### src/design/csu_pkg.sv
// Package with constants, types and carriers for the clock select and start-up unit.
package csu_pkg;

    ////////////////////////////////////////////////////////////////////////////////
    // Register map on the Wishbone slave (byte addresses, one word each).
    localparam logic [7:0] CSU_ADR_CTRL = 8'h00;
    localparam logic [7:0] CSU_ADR_STATUS = 8'h04;
    localparam logic [7:0] CSU_ADR_FUSE = 8'h08;
    localparam int CSU_ADR_W = 8;

    // Field positions.
    localparam int CSU_CTRL_SLEEP_LSB = 0;
    localparam int CSU_STAT_STATE_LSB = 0;
    localparam int CSU_STAT_SRC_LSB = 4;
    localparam int CSU_STAT_IRST_BIT = 8;
    localparam int CSU_STAT_OSC_BIT = 9;
    localparam int CSU_STAT_DIV_BIT = 10;
    localparam int CSU_FUSE_SEL_LSB = 0;
    localparam int CSU_FUSE_SUT_LSB = 4;
    localparam int CSU_FUSE_DIV_BIT = 6;

    // Shipped fuse values: calibrated RC, longest start-up, divide-by-eight programmed.
    localparam logic [3:0] CSU_RST_SEL = 4'h2;
    localparam logic [1:0] CSU_RST_SUT = 2'h2;
    localparam logic CSU_RST_DIV8 = 1'b0;

    // Cycle counts that stay within 4096; the longer ones are top-level parameters.
    localparam logic [15:0] CSU_TOUT_NONE = 16'h0000;
    localparam logic [15:0] CSU_TOUT_SHORT = 16'h1000;
    localparam logic [15:0] CSU_SU_EXT = 16'h0006;
    localparam logic [15:0] CSU_SU_FAST = 16'h0102;
    localparam logic [15:0] CSU_SU_1K = 16'h0400;
    localparam logic [2:0] CSU_DIV8_LAST = 3'h7;

    ////////////////////////////////////////////////////////////////////////////////
    // Sleep modes written into the control register.
    localparam logic [2:0] CSU_SLP_ACTIVE = 3'h0;
    localparam logic [2:0] CSU_SLP_IDLE = 3'h1;
    localparam logic [2:0] CSU_SLP_ADC = 3'h2;
    localparam logic [2:0] CSU_SLP_SAVE = 3'h3;
    localparam logic [2:0] CSU_SLP_DOWN = 3'h4;

    // Decoded clock source.
    typedef enum logic [2:0] {
        CSU_SRC_EXT, CSU_SRC_RSVD, CSU_SRC_RC_CAL, CSU_SRC_RC128,
        CSU_SRC_LF_XTAL, CSU_SRC_FS_XTAL, CSU_SRC_LP_XTAL
    } csu_src_t;

    // Start-up sequencer states.
    typedef enum {
        CSU_ST_HOLD, CSU_ST_TIMEOUT, CSU_ST_STARTUP, CSU_ST_RUN, CSU_ST_OSC_OFF, CSU_ST_WAKE
    } csu_state_t;

    ////////////////////////////////////////////////////////////////////////////////
    // Non-volatile configuration bits; a zero means programmed.
    typedef struct packed {
        logic [3:0] clock_source_select;
        logic [1:0] startup_time_select;
        logic divide_by_eight_fuse;
    } csu_fuse_t;

    // Wishbone request from the master.
    typedef struct packed {
        logic cyc;
        logic stb;
        logic we;
        logic [CSU_ADR_W-1:0] adr;
        logic [3:0] sel;
        logic [31:0] dat;
    } csu_wb_req_t;

    // Gated clock enables, one per switchable domain.
    typedef struct packed {
        logic core;
        logic mem;
        logic io;
        logic adc;
    } csu_dom_t;

endpackage

### src/design/csu_tick_counter.sv
// Tick counter used for both the watchdog time-out and the oscillator ripple count.
`timescale 1ns/1ps
module csu_tick_counter
    import csu_pkg::*;
#(
    parameter int W = 16
) (
    input wire logic clk,
    input wire logic reset_n,
    input wire logic clear,
    input wire logic run,
    input wire logic tick,
    input wire logic [W-1:0] target,
    output logic done
);

    // All state of the counter in one record.
    typedef struct packed {
        logic [W-1:0] cnt;
        logic done;
    } csu_cnt_st_t;

    csu_cnt_st_t q_ff;
    csu_cnt_st_t nxt_q;

    ////////////////////////////////////////////////////////////////////////////////
    // Count ticks while running; a zero target finishes in one cycle.
    always_comb begin
        nxt_q = q_ff;
        if (clear) begin
            nxt_q = '0;
        end else if (run && !q_ff.done) begin
            if (q_ff.cnt >= target) begin
                nxt_q.done = 1'b1;
            end else if (tick) begin
                nxt_q.cnt = q_ff.cnt + W'(1);
            end
        end
    end

    // Register the whole record.
    always_ff @(posedge clk) begin
        if (!reset_n) begin
            q_ff <= '0;
        end else begin
            q_ff <= nxt_q;
        end
    end

    assign done = q_ff.done;

endmodule

### src/design/csu_clock_gate.sv
// Glitch-free clock gate for one switchable clock domain.
`timescale 1ns/1ps
module csu_clock_gate (
    input wire logic clk,
    input wire logic reset_n,
    input wire logic enable,
    output logic gclk
);

    // The enable is re-timed on the falling edge, so it only changes while clk is low.
    typedef struct packed {
        logic en;
    } csu_gate_st_t;

    csu_gate_st_t q_ff;
    csu_gate_st_t nxt_q;

    // Next enable value.
    always_comb begin
        nxt_q.en = enable;
    end

    // Low-phase latch equivalent; no high phase is ever shortened.
    always_ff @(negedge clk) begin
        if (!reset_n) begin
            q_ff <= '0;
        end else begin
            q_ff <= nxt_q;
        end
    end

    assign gclk = clk & q_ff.en;

endmodule

### src/design/csu_clock_startup.sv
// Top of the clock select and start-up unit with its Wishbone register slave.
//
// Chosen here: register access over Wishbone and the register offsets.
`timescale 1ns/1ps
module csu_clock_startup
    import csu_pkg::*;
#(
    parameter int TOUT_LONG = 8192,
    parameter int SU_XTAL = 16384,
    parameter int SU_LF_XTAL = 32768
) (
    input wire logic clk,
    input wire logic reset_n,
    input wire csu_wb_req_t wb_req,
    output logic [31:0] wb_dat_o,
    output logic wb_ack_o,
    input wire csu_fuse_t fuse_in,
    input wire logic reset_request,
    input wire logic brownout_detector,
    input wire logic watchdog_tick,
    input wire logic osc_tick,
    input wire logic wake_event,
    input wire logic async_timer_clock_in,
    output logic async_timer_clock,
    output logic osc_enable,
    output logic internal_reset_n,
    output csu_src_t source_decoded,
    output logic timeout_unguarded,
    output logic core_clock,
    output logic mem_clock,
    output logic io_clock,
    output logic adc_clock
);

    ////////////////////////////////////////////////////////////////////////////////
    // Refuse counts that do not fit the 16-bit counters.
    if (TOUT_LONG < 1 || TOUT_LONG > 65535 || SU_XTAL < 1 || SU_XTAL > 65535
        || SU_LF_XTAL < 1 || SU_LF_XTAL > 65535) begin : g_chk
        $error("csu_clock_startup: count parameter out of range");
    end

    // All state of the top in one record.
    typedef struct packed {
        csu_state_t state;
        csu_fuse_t fuse;
        logic [2:0] sleep;
        logic [2:0] div_cnt;
        logic ack;
        logic [31:0] rdata;
    } csu_top_st_t;

    csu_top_st_t q_ff;
    csu_top_st_t nxt_q;

    logic tout_done; // Watchdog time-out reached.
    logic su_done; // Oscillator ripple count reached.
    logic [15:0] tout_target; // Chosen time-out in watchdog cycles.
    logic [15:0] su_target; // Chosen start-up in oscillator cycles.
    logic div_tick; // One cycle of the divided system clock.
    logic wb_hit; // A new bus request in this cycle.
    logic [31:0] rd_mux; // Read data before registering.
    csu_dom_t dom_en; // Domain enables before the gates.

    ////////////////////////////////////////////////////////////////////////////////
    // Four-bit source decode; ranges follow the select table.
    function automatic csu_src_t csu_decode(input logic [3:0] sel);
        csu_src_t s;
        s = CSU_SRC_EXT;
        if (sel[3]) begin
            s = CSU_SRC_LP_XTAL;
        end else if (sel[2:1] == 2'h3) begin
            s = CSU_SRC_FS_XTAL;
        end else if (sel[2:1] == 2'h2) begin
            s = CSU_SRC_LF_XTAL;
        end else if (sel == 4'h3) begin
            s = CSU_SRC_RC128;
        end else if (sel == 4'h2) begin
            s = CSU_SRC_RC_CAL;
        end else if (sel == 4'h1) begin
            s = CSU_SRC_RSVD;
        end
        return s;
    endfunction

    assign source_decoded = csu_decode(q_ff.fuse.clock_source_select);

    ////////////////////////////////////////////////////////////////////////////////
    // Time-out choice from the start-up bits, and for CSU_SRC_LP_XTAL and CSU_SRC_FS_XTAL also the lowest select bit.
    always_comb begin
        tout_target = CSU_TOUT_NONE;
        if (source_decoded == CSU_SRC_LP_XTAL || source_decoded == CSU_SRC_FS_XTAL) begin
            case ({q_ff.fuse.clock_source_select[0], q_ff.fuse.startup_time_select})
                3'h0: tout_target = CSU_TOUT_SHORT;
                3'h1: tout_target = 16'(TOUT_LONG);
                3'h2: tout_target = CSU_TOUT_NONE;
                3'h3: tout_target = CSU_TOUT_SHORT;
                3'h4: tout_target = 16'(TOUT_LONG);
                3'h5: tout_target = CSU_TOUT_NONE;
                3'h6: tout_target = CSU_TOUT_SHORT;
                default: tout_target = 16'(TOUT_LONG);
            endcase
        end else begin
            // Other sources pick the time-out from the start-up bits alone.
            case (q_ff.fuse.startup_time_select)
                2'h0: tout_target = CSU_TOUT_NONE;
                2'h1: tout_target = CSU_TOUT_SHORT;
                default: tout_target = 16'(TOUT_LONG);
            endcase
        end
    end

    // A disabled time-out without a brown-out detector is flagged, never silently taken.
    assign timeout_unguarded = (tout_target == CSU_TOUT_NONE) && !brownout_detector;

    ////////////////////////////////////////////////////////////////////////////////
    // Oscillator start-up count by clock type.
    always_comb begin
        su_target = CSU_SU_EXT;
        case (source_decoded)
            CSU_SRC_LF_XTAL: su_target = 16'(SU_LF_XTAL);
            CSU_SRC_LP_XTAL, CSU_SRC_FS_XTAL: begin
                case ({q_ff.fuse.clock_source_select[0], q_ff.fuse.startup_time_select})
                    3'h0, 3'h1: su_target = CSU_SU_FAST;
                    3'h2, 3'h3, 3'h4: su_target = CSU_SU_1K;
                    default: su_target = 16'(SU_XTAL);
                endcase
            end
            default: su_target = CSU_SU_EXT;
        endcase
    end

    ////////////////////////////////////////////////////////////////////////////////
    // Time-out counter runs on watchdog ticks only after reset sources let go.
    csu_tick_counter #(.W(16)) u_tout (
        .clk(clk),
        .reset_n(reset_n),
        .clear(reset_request || q_ff.state == CSU_ST_HOLD),
        .run(q_ff.state == CSU_ST_TIMEOUT),
        .tick(watchdog_tick),
        .target(tout_target),
        .done(tout_done)
    );

    // Ripple counter on oscillator ticks, used after reset and after a wake.
    csu_tick_counter #(.W(16)) u_ripple (
        .clk(clk),
        .reset_n(reset_n),
        .clear(reset_request || !(q_ff.state == CSU_ST_STARTUP
            || q_ff.state == CSU_ST_WAKE)),
        .run(1'b1),
        .tick(osc_tick),
        .target(su_target),
        .done(su_done)
    );

    ////////////////////////////////////////////////////////////////////////////////
    // Bus decode: one new request is taken per transfer, answered one cycle later.
    assign wb_hit = wb_req.cyc && wb_req.stb && !q_ff.ack;

    // Read data of the addressed register; unmapped addresses read as zero.
    always_comb begin
        rd_mux = 32'h0000_0000;
        case (wb_req.adr)
            CSU_ADR_CTRL: rd_mux[CSU_CTRL_SLEEP_LSB +: 3] = q_ff.sleep;
            CSU_ADR_STATUS: begin
                rd_mux[CSU_STAT_STATE_LSB +: 4] = 4'(q_ff.state);
                rd_mux[CSU_STAT_SRC_LSB +: 3] = source_decoded;
                rd_mux[CSU_STAT_IRST_BIT] = !internal_reset_n;
                rd_mux[CSU_STAT_OSC_BIT] = osc_enable;
                rd_mux[CSU_STAT_DIV_BIT] = !q_ff.fuse.divide_by_eight_fuse;
            end
            CSU_ADR_FUSE: begin
                rd_mux[CSU_FUSE_SEL_LSB +: 4] = q_ff.fuse.clock_source_select;
                rd_mux[CSU_FUSE_SUT_LSB +: 2] = q_ff.fuse.startup_time_select;
                rd_mux[CSU_FUSE_DIV_BIT] = q_ff.fuse.divide_by_eight_fuse;
            end
            default: rd_mux = 32'h0000_0000;
        endcase
    end

    // Divide-by-eight when the fuse is programmed, else every cycle.
    assign div_tick = q_ff.fuse.divide_by_eight_fuse || (q_ff.div_cnt == CSU_DIV8_LAST);

    ////////////////////////////////////////////////////////////////////////////////
    // Sequencer, register writes and bus answer.
    always_comb begin
        nxt_q = q_ff;
        nxt_q.ack = wb_hit;
        nxt_q.div_cnt = q_ff.div_cnt + 3'h1;
        if (wb_hit && !wb_req.we) begin
            nxt_q.rdata = rd_mux;
        end
        case (q_ff.state)
            CSU_ST_HOLD: begin
                // Fuses are sampled while held in reset.
                nxt_q.fuse = fuse_in;
                nxt_q.sleep = CSU_SLP_ACTIVE;
                if (!reset_request) begin
                    nxt_q.state = CSU_ST_TIMEOUT;
                end
            end
            CSU_ST_TIMEOUT: begin
                if (tout_done) begin
                    nxt_q.state = CSU_ST_STARTUP;
                end
            end
            CSU_ST_STARTUP: begin
                if (su_done) begin
                    nxt_q.state = CSU_ST_RUN;
                end
            end
            CSU_ST_RUN: begin
                if (wb_hit && wb_req.we && wb_req.sel[0] && wb_req.adr == CSU_ADR_CTRL) begin
                    nxt_q.sleep = wb_req.dat[CSU_CTRL_SLEEP_LSB +: 3];
                    if (wb_req.dat[CSU_CTRL_SLEEP_LSB +: 3] == CSU_SLP_SAVE
                        || wb_req.dat[CSU_CTRL_SLEEP_LSB +: 3] == CSU_SLP_DOWN) begin
                        nxt_q.state = CSU_ST_OSC_OFF;
                    end
                end else if (wake_event && q_ff.sleep != CSU_SLP_ACTIVE) begin
                    // Wake sources are seen on clk even with the peripheral clock gated.
                    nxt_q.sleep = CSU_SLP_ACTIVE;
                end
            end
            CSU_ST_OSC_OFF: begin
                if (wake_event) begin
                    nxt_q.state = CSU_ST_WAKE;
                end
            end
            CSU_ST_WAKE: begin
                // Only the oscillator count is applied on a wake.
                if (su_done) begin
                    nxt_q.state = CSU_ST_RUN;
                    nxt_q.sleep = CSU_SLP_ACTIVE;
                end
            end
            default: nxt_q.state = CSU_ST_HOLD;
        endcase
        if (reset_request) begin
            nxt_q.state = CSU_ST_HOLD;
        end
    end

    // Register the whole record; fuses come up at their shipped values.
    always_ff @(posedge clk) begin
        if (!reset_n) begin
            q_ff <= '0;
            q_ff.state <= CSU_ST_HOLD;
            q_ff.fuse <= '{CSU_RST_SEL, CSU_RST_SUT, CSU_RST_DIV8};
        end else begin
            q_ff <= nxt_q;
        end
    end

    assign wb_ack_o = q_ff.ack;
    assign wb_dat_o = q_ff.rdata;
    assign internal_reset_n = (q_ff.state == CSU_ST_RUN) || (q_ff.state == CSU_ST_OSC_OFF)
        || (q_ff.state == CSU_ST_WAKE);
    assign osc_enable = (q_ff.state != CSU_ST_OSC_OFF);

    ////////////////////////////////////////////////////////////////////////////////
    // Domain enables: nothing runs until the sequencer reaches the run state.
    always_comb begin
        dom_en = '0;
        if (q_ff.state == CSU_ST_RUN && div_tick) begin
            dom_en.core = (q_ff.sleep == CSU_SLP_ACTIVE);
            dom_en.mem = (q_ff.sleep == CSU_SLP_ACTIVE);
            dom_en.io = (q_ff.sleep <= CSU_SLP_IDLE);
            dom_en.adc = (q_ff.sleep <= CSU_SLP_ADC);
        end
    end

    // One glitch-free gate per switchable domain.
    logic [3:0] gclk_v;
    for (genvar i = 0; i < 4; i++) begin : g_gate
        csu_clock_gate u_gate (
            .clk(clk),
            .reset_n(reset_n),
            .enable(dom_en[i]),
            .gclk(gclk_v[i])
        );
    end
    assign core_clock = gclk_v[3];
    assign mem_clock = gclk_v[2];
    assign io_clock = gclk_v[1];
    assign adc_clock = gclk_v[0];

    // The asynchronous timer clock bypasses every gate and sleep mode.
    assign async_timer_clock = async_timer_clock_in;

    ////////////////////////////////////////////////////////////////////////////////
    // Checks on the sequencer, the gating and the bus answer.
    property p_hold_on_request;
        @(posedge clk) disable iff (!reset_n)
        reset_request |=> (q_ff.state == CSU_ST_HOLD) && !internal_reset_n;
    endproperty
    a_hold_on_request: assert property (p_hold_on_request) else $error("no hold on reset");

    property p_timeout_after_release;
        @(posedge clk) disable iff (!reset_n)
        (q_ff.state == CSU_ST_HOLD) && !reset_request |=> q_ff.state == CSU_ST_TIMEOUT;
    endproperty
    a_timeout_after_release: assert property (p_timeout_after_release) else $error("no timeout");

    property p_run_needs_ripple;
        @(posedge clk) disable iff (!reset_n)
        $rose(internal_reset_n) |-> $past(q_ff.state) == CSU_ST_STARTUP && $past(su_done);
    endproperty
    a_run_needs_ripple: assert property (p_run_needs_ripple) else $error("early release");

    property p_wake_skips_timeout;
        @(posedge clk) disable iff (!reset_n)
        (q_ff.state == CSU_ST_OSC_OFF) && wake_event && !reset_request
            |=> (q_ff.state == CSU_ST_WAKE) && internal_reset_n;
    endproperty
    a_wake_skips_timeout: assert property (p_wake_skips_timeout) else $error("bad wake");

    property p_core_stopped_in_sleep;
        @(posedge clk) disable iff (!reset_n)
        (q_ff.sleep != CSU_SLP_ACTIVE) |-> !dom_en.core && !dom_en.mem;
    endproperty
    a_core_stopped_in_sleep: assert property (p_core_stopped_in_sleep) else $error("core on");

    property p_mem_follows_core;
        @(posedge clk) disable iff (!reset_n)
        dom_en.mem == dom_en.core;
    endproperty
    a_mem_follows_core: assert property (p_mem_follows_core) else $error("mem split");

    property p_adc_in_noise_mode;
        @(posedge clk) disable iff (!reset_n)
        (q_ff.state == CSU_ST_RUN) && (q_ff.sleep == CSU_SLP_ADC) && div_tick
            |-> dom_en.adc && !dom_en.io;
    endproperty
    a_adc_in_noise_mode: assert property (p_adc_in_noise_mode) else $error("adc gate");

    property p_div8_spacing;
        @(posedge clk) disable iff (!reset_n)
        dom_en.core && !q_ff.fuse.divide_by_eight_fuse |=> !dom_en.core [*7];
    endproperty
    a_div8_spacing: assert property (p_div8_spacing) else $error("divide wrong");

    property p_lf_xtal_count;
        @(posedge clk) disable iff (!reset_n)
        source_decoded == CSU_SRC_LF_XTAL |-> su_target == 16'(SU_LF_XTAL);
    endproperty
    a_lf_xtal_count: assert property (p_lf_xtal_count) else $error("lf count");

    property p_ack_one_cycle;
        @(posedge clk) disable iff (!reset_n)
        wb_hit |=> wb_ack_o ##1 !wb_ack_o;
    endproperty
    a_ack_one_cycle: assert property (p_ack_one_cycle) else $error("ack shape");

    c_reset_release: cover property (@(posedge clk) disable iff (!reset_n)
        $rose(internal_reset_n));
    c_power_down_wake: cover property (@(posedge clk) disable iff (!reset_n)
        q_ff.state == CSU_ST_WAKE ##1 q_ff.state == CSU_ST_RUN);
    c_idle_wake: cover property (@(posedge clk) disable iff (!reset_n)
        q_ff.sleep == CSU_SLP_IDLE ##1 q_ff.sleep == CSU_SLP_ACTIVE);

endmodule

### config.mk
export PLATFORM = sky130hd
export DESIGN_NAME = csu_clock_startup
export DESIGN_NICKNAME = d
export VERILOG_FILES = /design/src/design/csu_pkg.sv /design/src/design/csu_tick_counter.sv /design/src/design/csu_clock_gate.sv /design/src/design/csu_clock_startup.sv
export SDC_FILE = /design/constraint.sdc
export NUM_CORES = 1
export LEC_CHECK = 0
export BUFFER_PORTS_ARGS = -buffer_cell sky130_fd_sc_hd__buf_4
export CAP_MARGIN = 20
export CORE_MARGIN = 4
export CORE_UTILIZATION = 40
export DETAILED_ROUTE_END_ITERATION = 10
export PLACE_DENSITY = 0.66
export RECOVER_POWER = 100
export REMOVE_ABC_BUFFERS = 1
export SLEW_MARGIN = 0
export SYNTH_ARGS = -nofsm -noshare
export SYNTH_HDL_FRONTEND = slang
export SYNTH_SLANG_ARGS = --single-unit
### constraint.sdc
create_clock -name clk -period 6.2 [get_ports clk]
set_input_delay 0.62 -clock clk [delete_from_list [all_inputs] [get_ports clk]]
set_output_delay 0.62 -clock clk [all_outputs]
set_load 0.01 [all_outputs]
==> qor.csv <==
stage;metric;value;unit
route;drt drc;0;
cts;Post-CTS Resized;0;
synth;Yosys reg bits;64;
critical_path;Arr. time, crit path;4420;ps
layout;Layout Utilization;46.9;%
placement;RePlAce Congestion;0.810;
synth;EDFF count, synth;0;
cts;clk slew on worst S/H paths;80;ps
job;MaxCap Viol Count;0;
critical_path;Crit Path Max Fanout;2;
sta;Hold Fails Final Rpt;0;
cts;setup bufs post-CTS;0;
cts;hold buffers post-CTS;0;
critical_path;Worst R2R Path Depth;4;
route;total number of vias;3298;
sta;RSZ-0062 raised after global routing;no;
synth;largest family of logic cells by synthesized area;simple AND/OR/NAND/NOR gates;
die;IO Pins;106;
route;Starting DRT DRC Count;143;
synth;synth unique cells;53;
critical_path;critical path cell sequence;and2_0 > clkbuf_1 > clkbuf_8 > buf_4;
die;starting density of the core;41.7;%
die;core area;0.00885;sq mm
synth;multiplexer area fraction after synthesis;2.71;%
synth;post-synthesis compound-gate area fraction;17.4;%
placement;DP HPWL;6060;um
layout;Area growth, synth to finish;12.4;%
synth;register area share after synthesis;34.7;%
placement;worst slack at placement;1280;ps
die;row cnt;34;
grt;Total GRT Usage;16.0;%
power;PwrDens;234;mW/mm^2
layout;Final Cell Area;0.00415;sq mm
synth;Main synth FF type;dfxtp_1;
placement;placed cell areas;0.00392;sq mm
min_path;Min-Delay Path Class;input pin to flop;
route;Total Wirelength;8530;um
critical_path;Worst path slowest cell;dfxtp_1;
grt;vias in the first global route;3036;
critical_path;Worst path max stage delay;300;ps
layout;FF+latch area;0.00128;sq mm
route;First-pass DRT Iterations;4;
layout;antenna diode count;0;
placement;IO buf count;49;
grt;pin count of the biggest net entering global routing;31;
synth;Synth Cell Area;0.00369;sq mm
route;antenna-violating nets left;0;
sta;max-slew violation count;0;
critical_path;Setup CP Type;flop to output port;
sta;setup TNS;0;ps
layout;multi-input logic area;0.00206;sq mm
critical_path;Startpoint Class;flop;
outcome;run status;completed;
sta;measured slew at the worst slew-check pin;1290;ps
cts;worst skew pair latency;500;ps
min_path;WHS Path Cells;2;
synth;post-synthesis xor/xnor area fraction;0.712;%
die;Die H;104;um
grt;first-pass GRT wire length;14200;um
critical_path;Worst Path Buf+Inv;3;
layout;Post-layout nets;560;
layout;fill cell total of the finished layout;889;
sta;Slew HR;11.7;%
cts;CTS tree;yes;
layout;layout cell share with drive strength beyond 1;12.4;%
synth;async set or reset register ratio after synthesis;0;%
synth;Post-Synth Adder-Cell Area;4.41;%
synth;Post-Syn Area per Cell;8.31;sq um
critical_path;Critical Path Sink Type;output port;
synth;cell count after synthesis;444;
sta;Final Setup Violations;0;
critical_path;Worst Path Required;5580;ps
grt;gr ovfl total;0;
synth;Yosys warnings;0;
route;Vias per Instance;5.51;
critical_path;Levels on crit path;4;
critical_path;CP delay by family, top;buffers and inverters;
route;DR WL/cell;14.2;um
die;die extent in x;104;um
die;Die ar.;0.0108;sq mm
power;Lkg Pwr;1.53;nW
sta;clk_skew;72.4;ps
synth;post-synthesis simple-gate area fraction;29.1;%
grt;antenna violations before repair;0;
sta;Final WS setup;1160;ps
power;Peak VDD IR;0.156;mV
synth_stat cells (4+ instances only):
cell type   n  area [sq um]
or4_1      16           120
and2_1      9          56.3
a21boi_0    8          60.1
nor3b_1     6          45.0
a21oi_1    32           160
clkbuf_1   15          56.3
or2_2       4          25.0
nor3_1      7          35.0
and3b_1     7          61.3
nand2b_1    7          43.8
o21ai_0    14          70.1
a211oi_1    4          30.0
dfxtp_1    64          1280
nand4_1    11          68.8
nand2_1    40           150
and3_1      4          25.0
or3_1      10          62.6
ha_1       13           163
inv_1      13          48.8
nor4_1      5          31.3
mux2i_1    10           100
nor2_1     21          78.8
nor2b_1    16           100
nand3_1    13          65.1
a22oi_1     6          45.0
o31ai_1    16           120
buf_4      35           263
path summary, 6_finish.rpt:
kind	startpoint	to	slack, ps
max	g_gate[2].u_gate.q_ff	core_clock	1160
min	wb_req[0]	q_ff[36]	400
max reg2reg	q_ff[46]	g_gate[2].u_gate.q_ff	1290
min reg2reg	q_ff[33]	q_ff[33]	430
power by group:
group | total (mW) | switching (mW) | internal [mW]
logic | 0.0840 | 0.0490 | 0.0350
clock network | 0.459 | 0.200 | 0.260
registers | 0.425 | 0.00867 | 0.417
total | 0.969 | 0.258 | 0.711
cells by family (layout without fill, tap and decap cells):
group                    after synthesis  count (layout)
adder cells (fa/ha/maj)               13              13
other                                  1              22
multiplexers                          10              10
buffers and inverters                 68              94
AND/OR/NAND/NOR                      188             188
AO/OA/AOI/OAI                         97              97
flip-flops                            64              64
XOR/XNOR                               3               3
cells in the final DEF (no fill, tap or decap), types with 5 or more instances in the layout:
master	Yosys	routed
dfxtp_1	64	64
nand2_1	40	40
a21oi_1	32	32
buf_4	35	30
clkbuf_1	15	25
conb_1	1	22
nor2_1	21	21
clkbuf_8	0	19
nor2b_1	16	16
o31ai_1	16	16
or4_1	16	16
inv_1	13	15
o21ai_0	14	13
nand3_1	13	13
ha_1	13	13
nand4_1	11	11
mux2i_1	10	10
or3_1	10	10
a21boi_0	8	8
nor3_1	7	7
nand2b_1	7	7
and2_1	9	7
and3b_1	7	7
a22oi_1	6	6
nor3b_1	6	6
nor4_1	5	5
sequential cells by signal (all words and copies together), names as in the netlist:
name and count:
q_ff 16, u_ripple.q_ff 16, u_tout.q_ff 16, wb_dat_o 10, g_gate.u_gate.q_ff 3, u_ripple.done 1, u_tout.done 1, wb_ack_o 1
worst reg2reg max path: stages, from the launching register on:
cell	delay, ps
dfxtp_1	590
nor2b_1	230
nand2_1	130
or4b_2	690
nor3_1	150
routing by layer:
layer | global-route usage, % | vias to the layer above | routed length, um
met3 | 4.66 | 14 | 468
met4 | 8.83 | 0 | 121
met5 | 0 | - | 0
met2 | 23.5 | 101 | 3790
met1 | 21.0 | 1539 | 4150
li1 | - | 1644 | -
per-stage QoR:
step / hold slack, ps / total power, mW / cells
finish: 399 / 0.969 / 599
global route: 393 / 1.02 / 599
CTS: 384 / 0.989 / 597
detailed placement: 421 / 0.528 / 567
global placement: 408 / 0.526 / 567
floorplan: 398 / 0.491 / 410
layout make-up:
type | instances | share of cell area [%]
clock buffers | 27 | 7.21
repair buffers | 47 | 6.79
flip-flops and latches | 64 | 30.9
multi-input cells | 333 | 49.7
inverters | 12 | 1.09
well taps | 108 | 3.26
clock inverters | 8 | 1.09
Power figures use the tool's default switching activity.
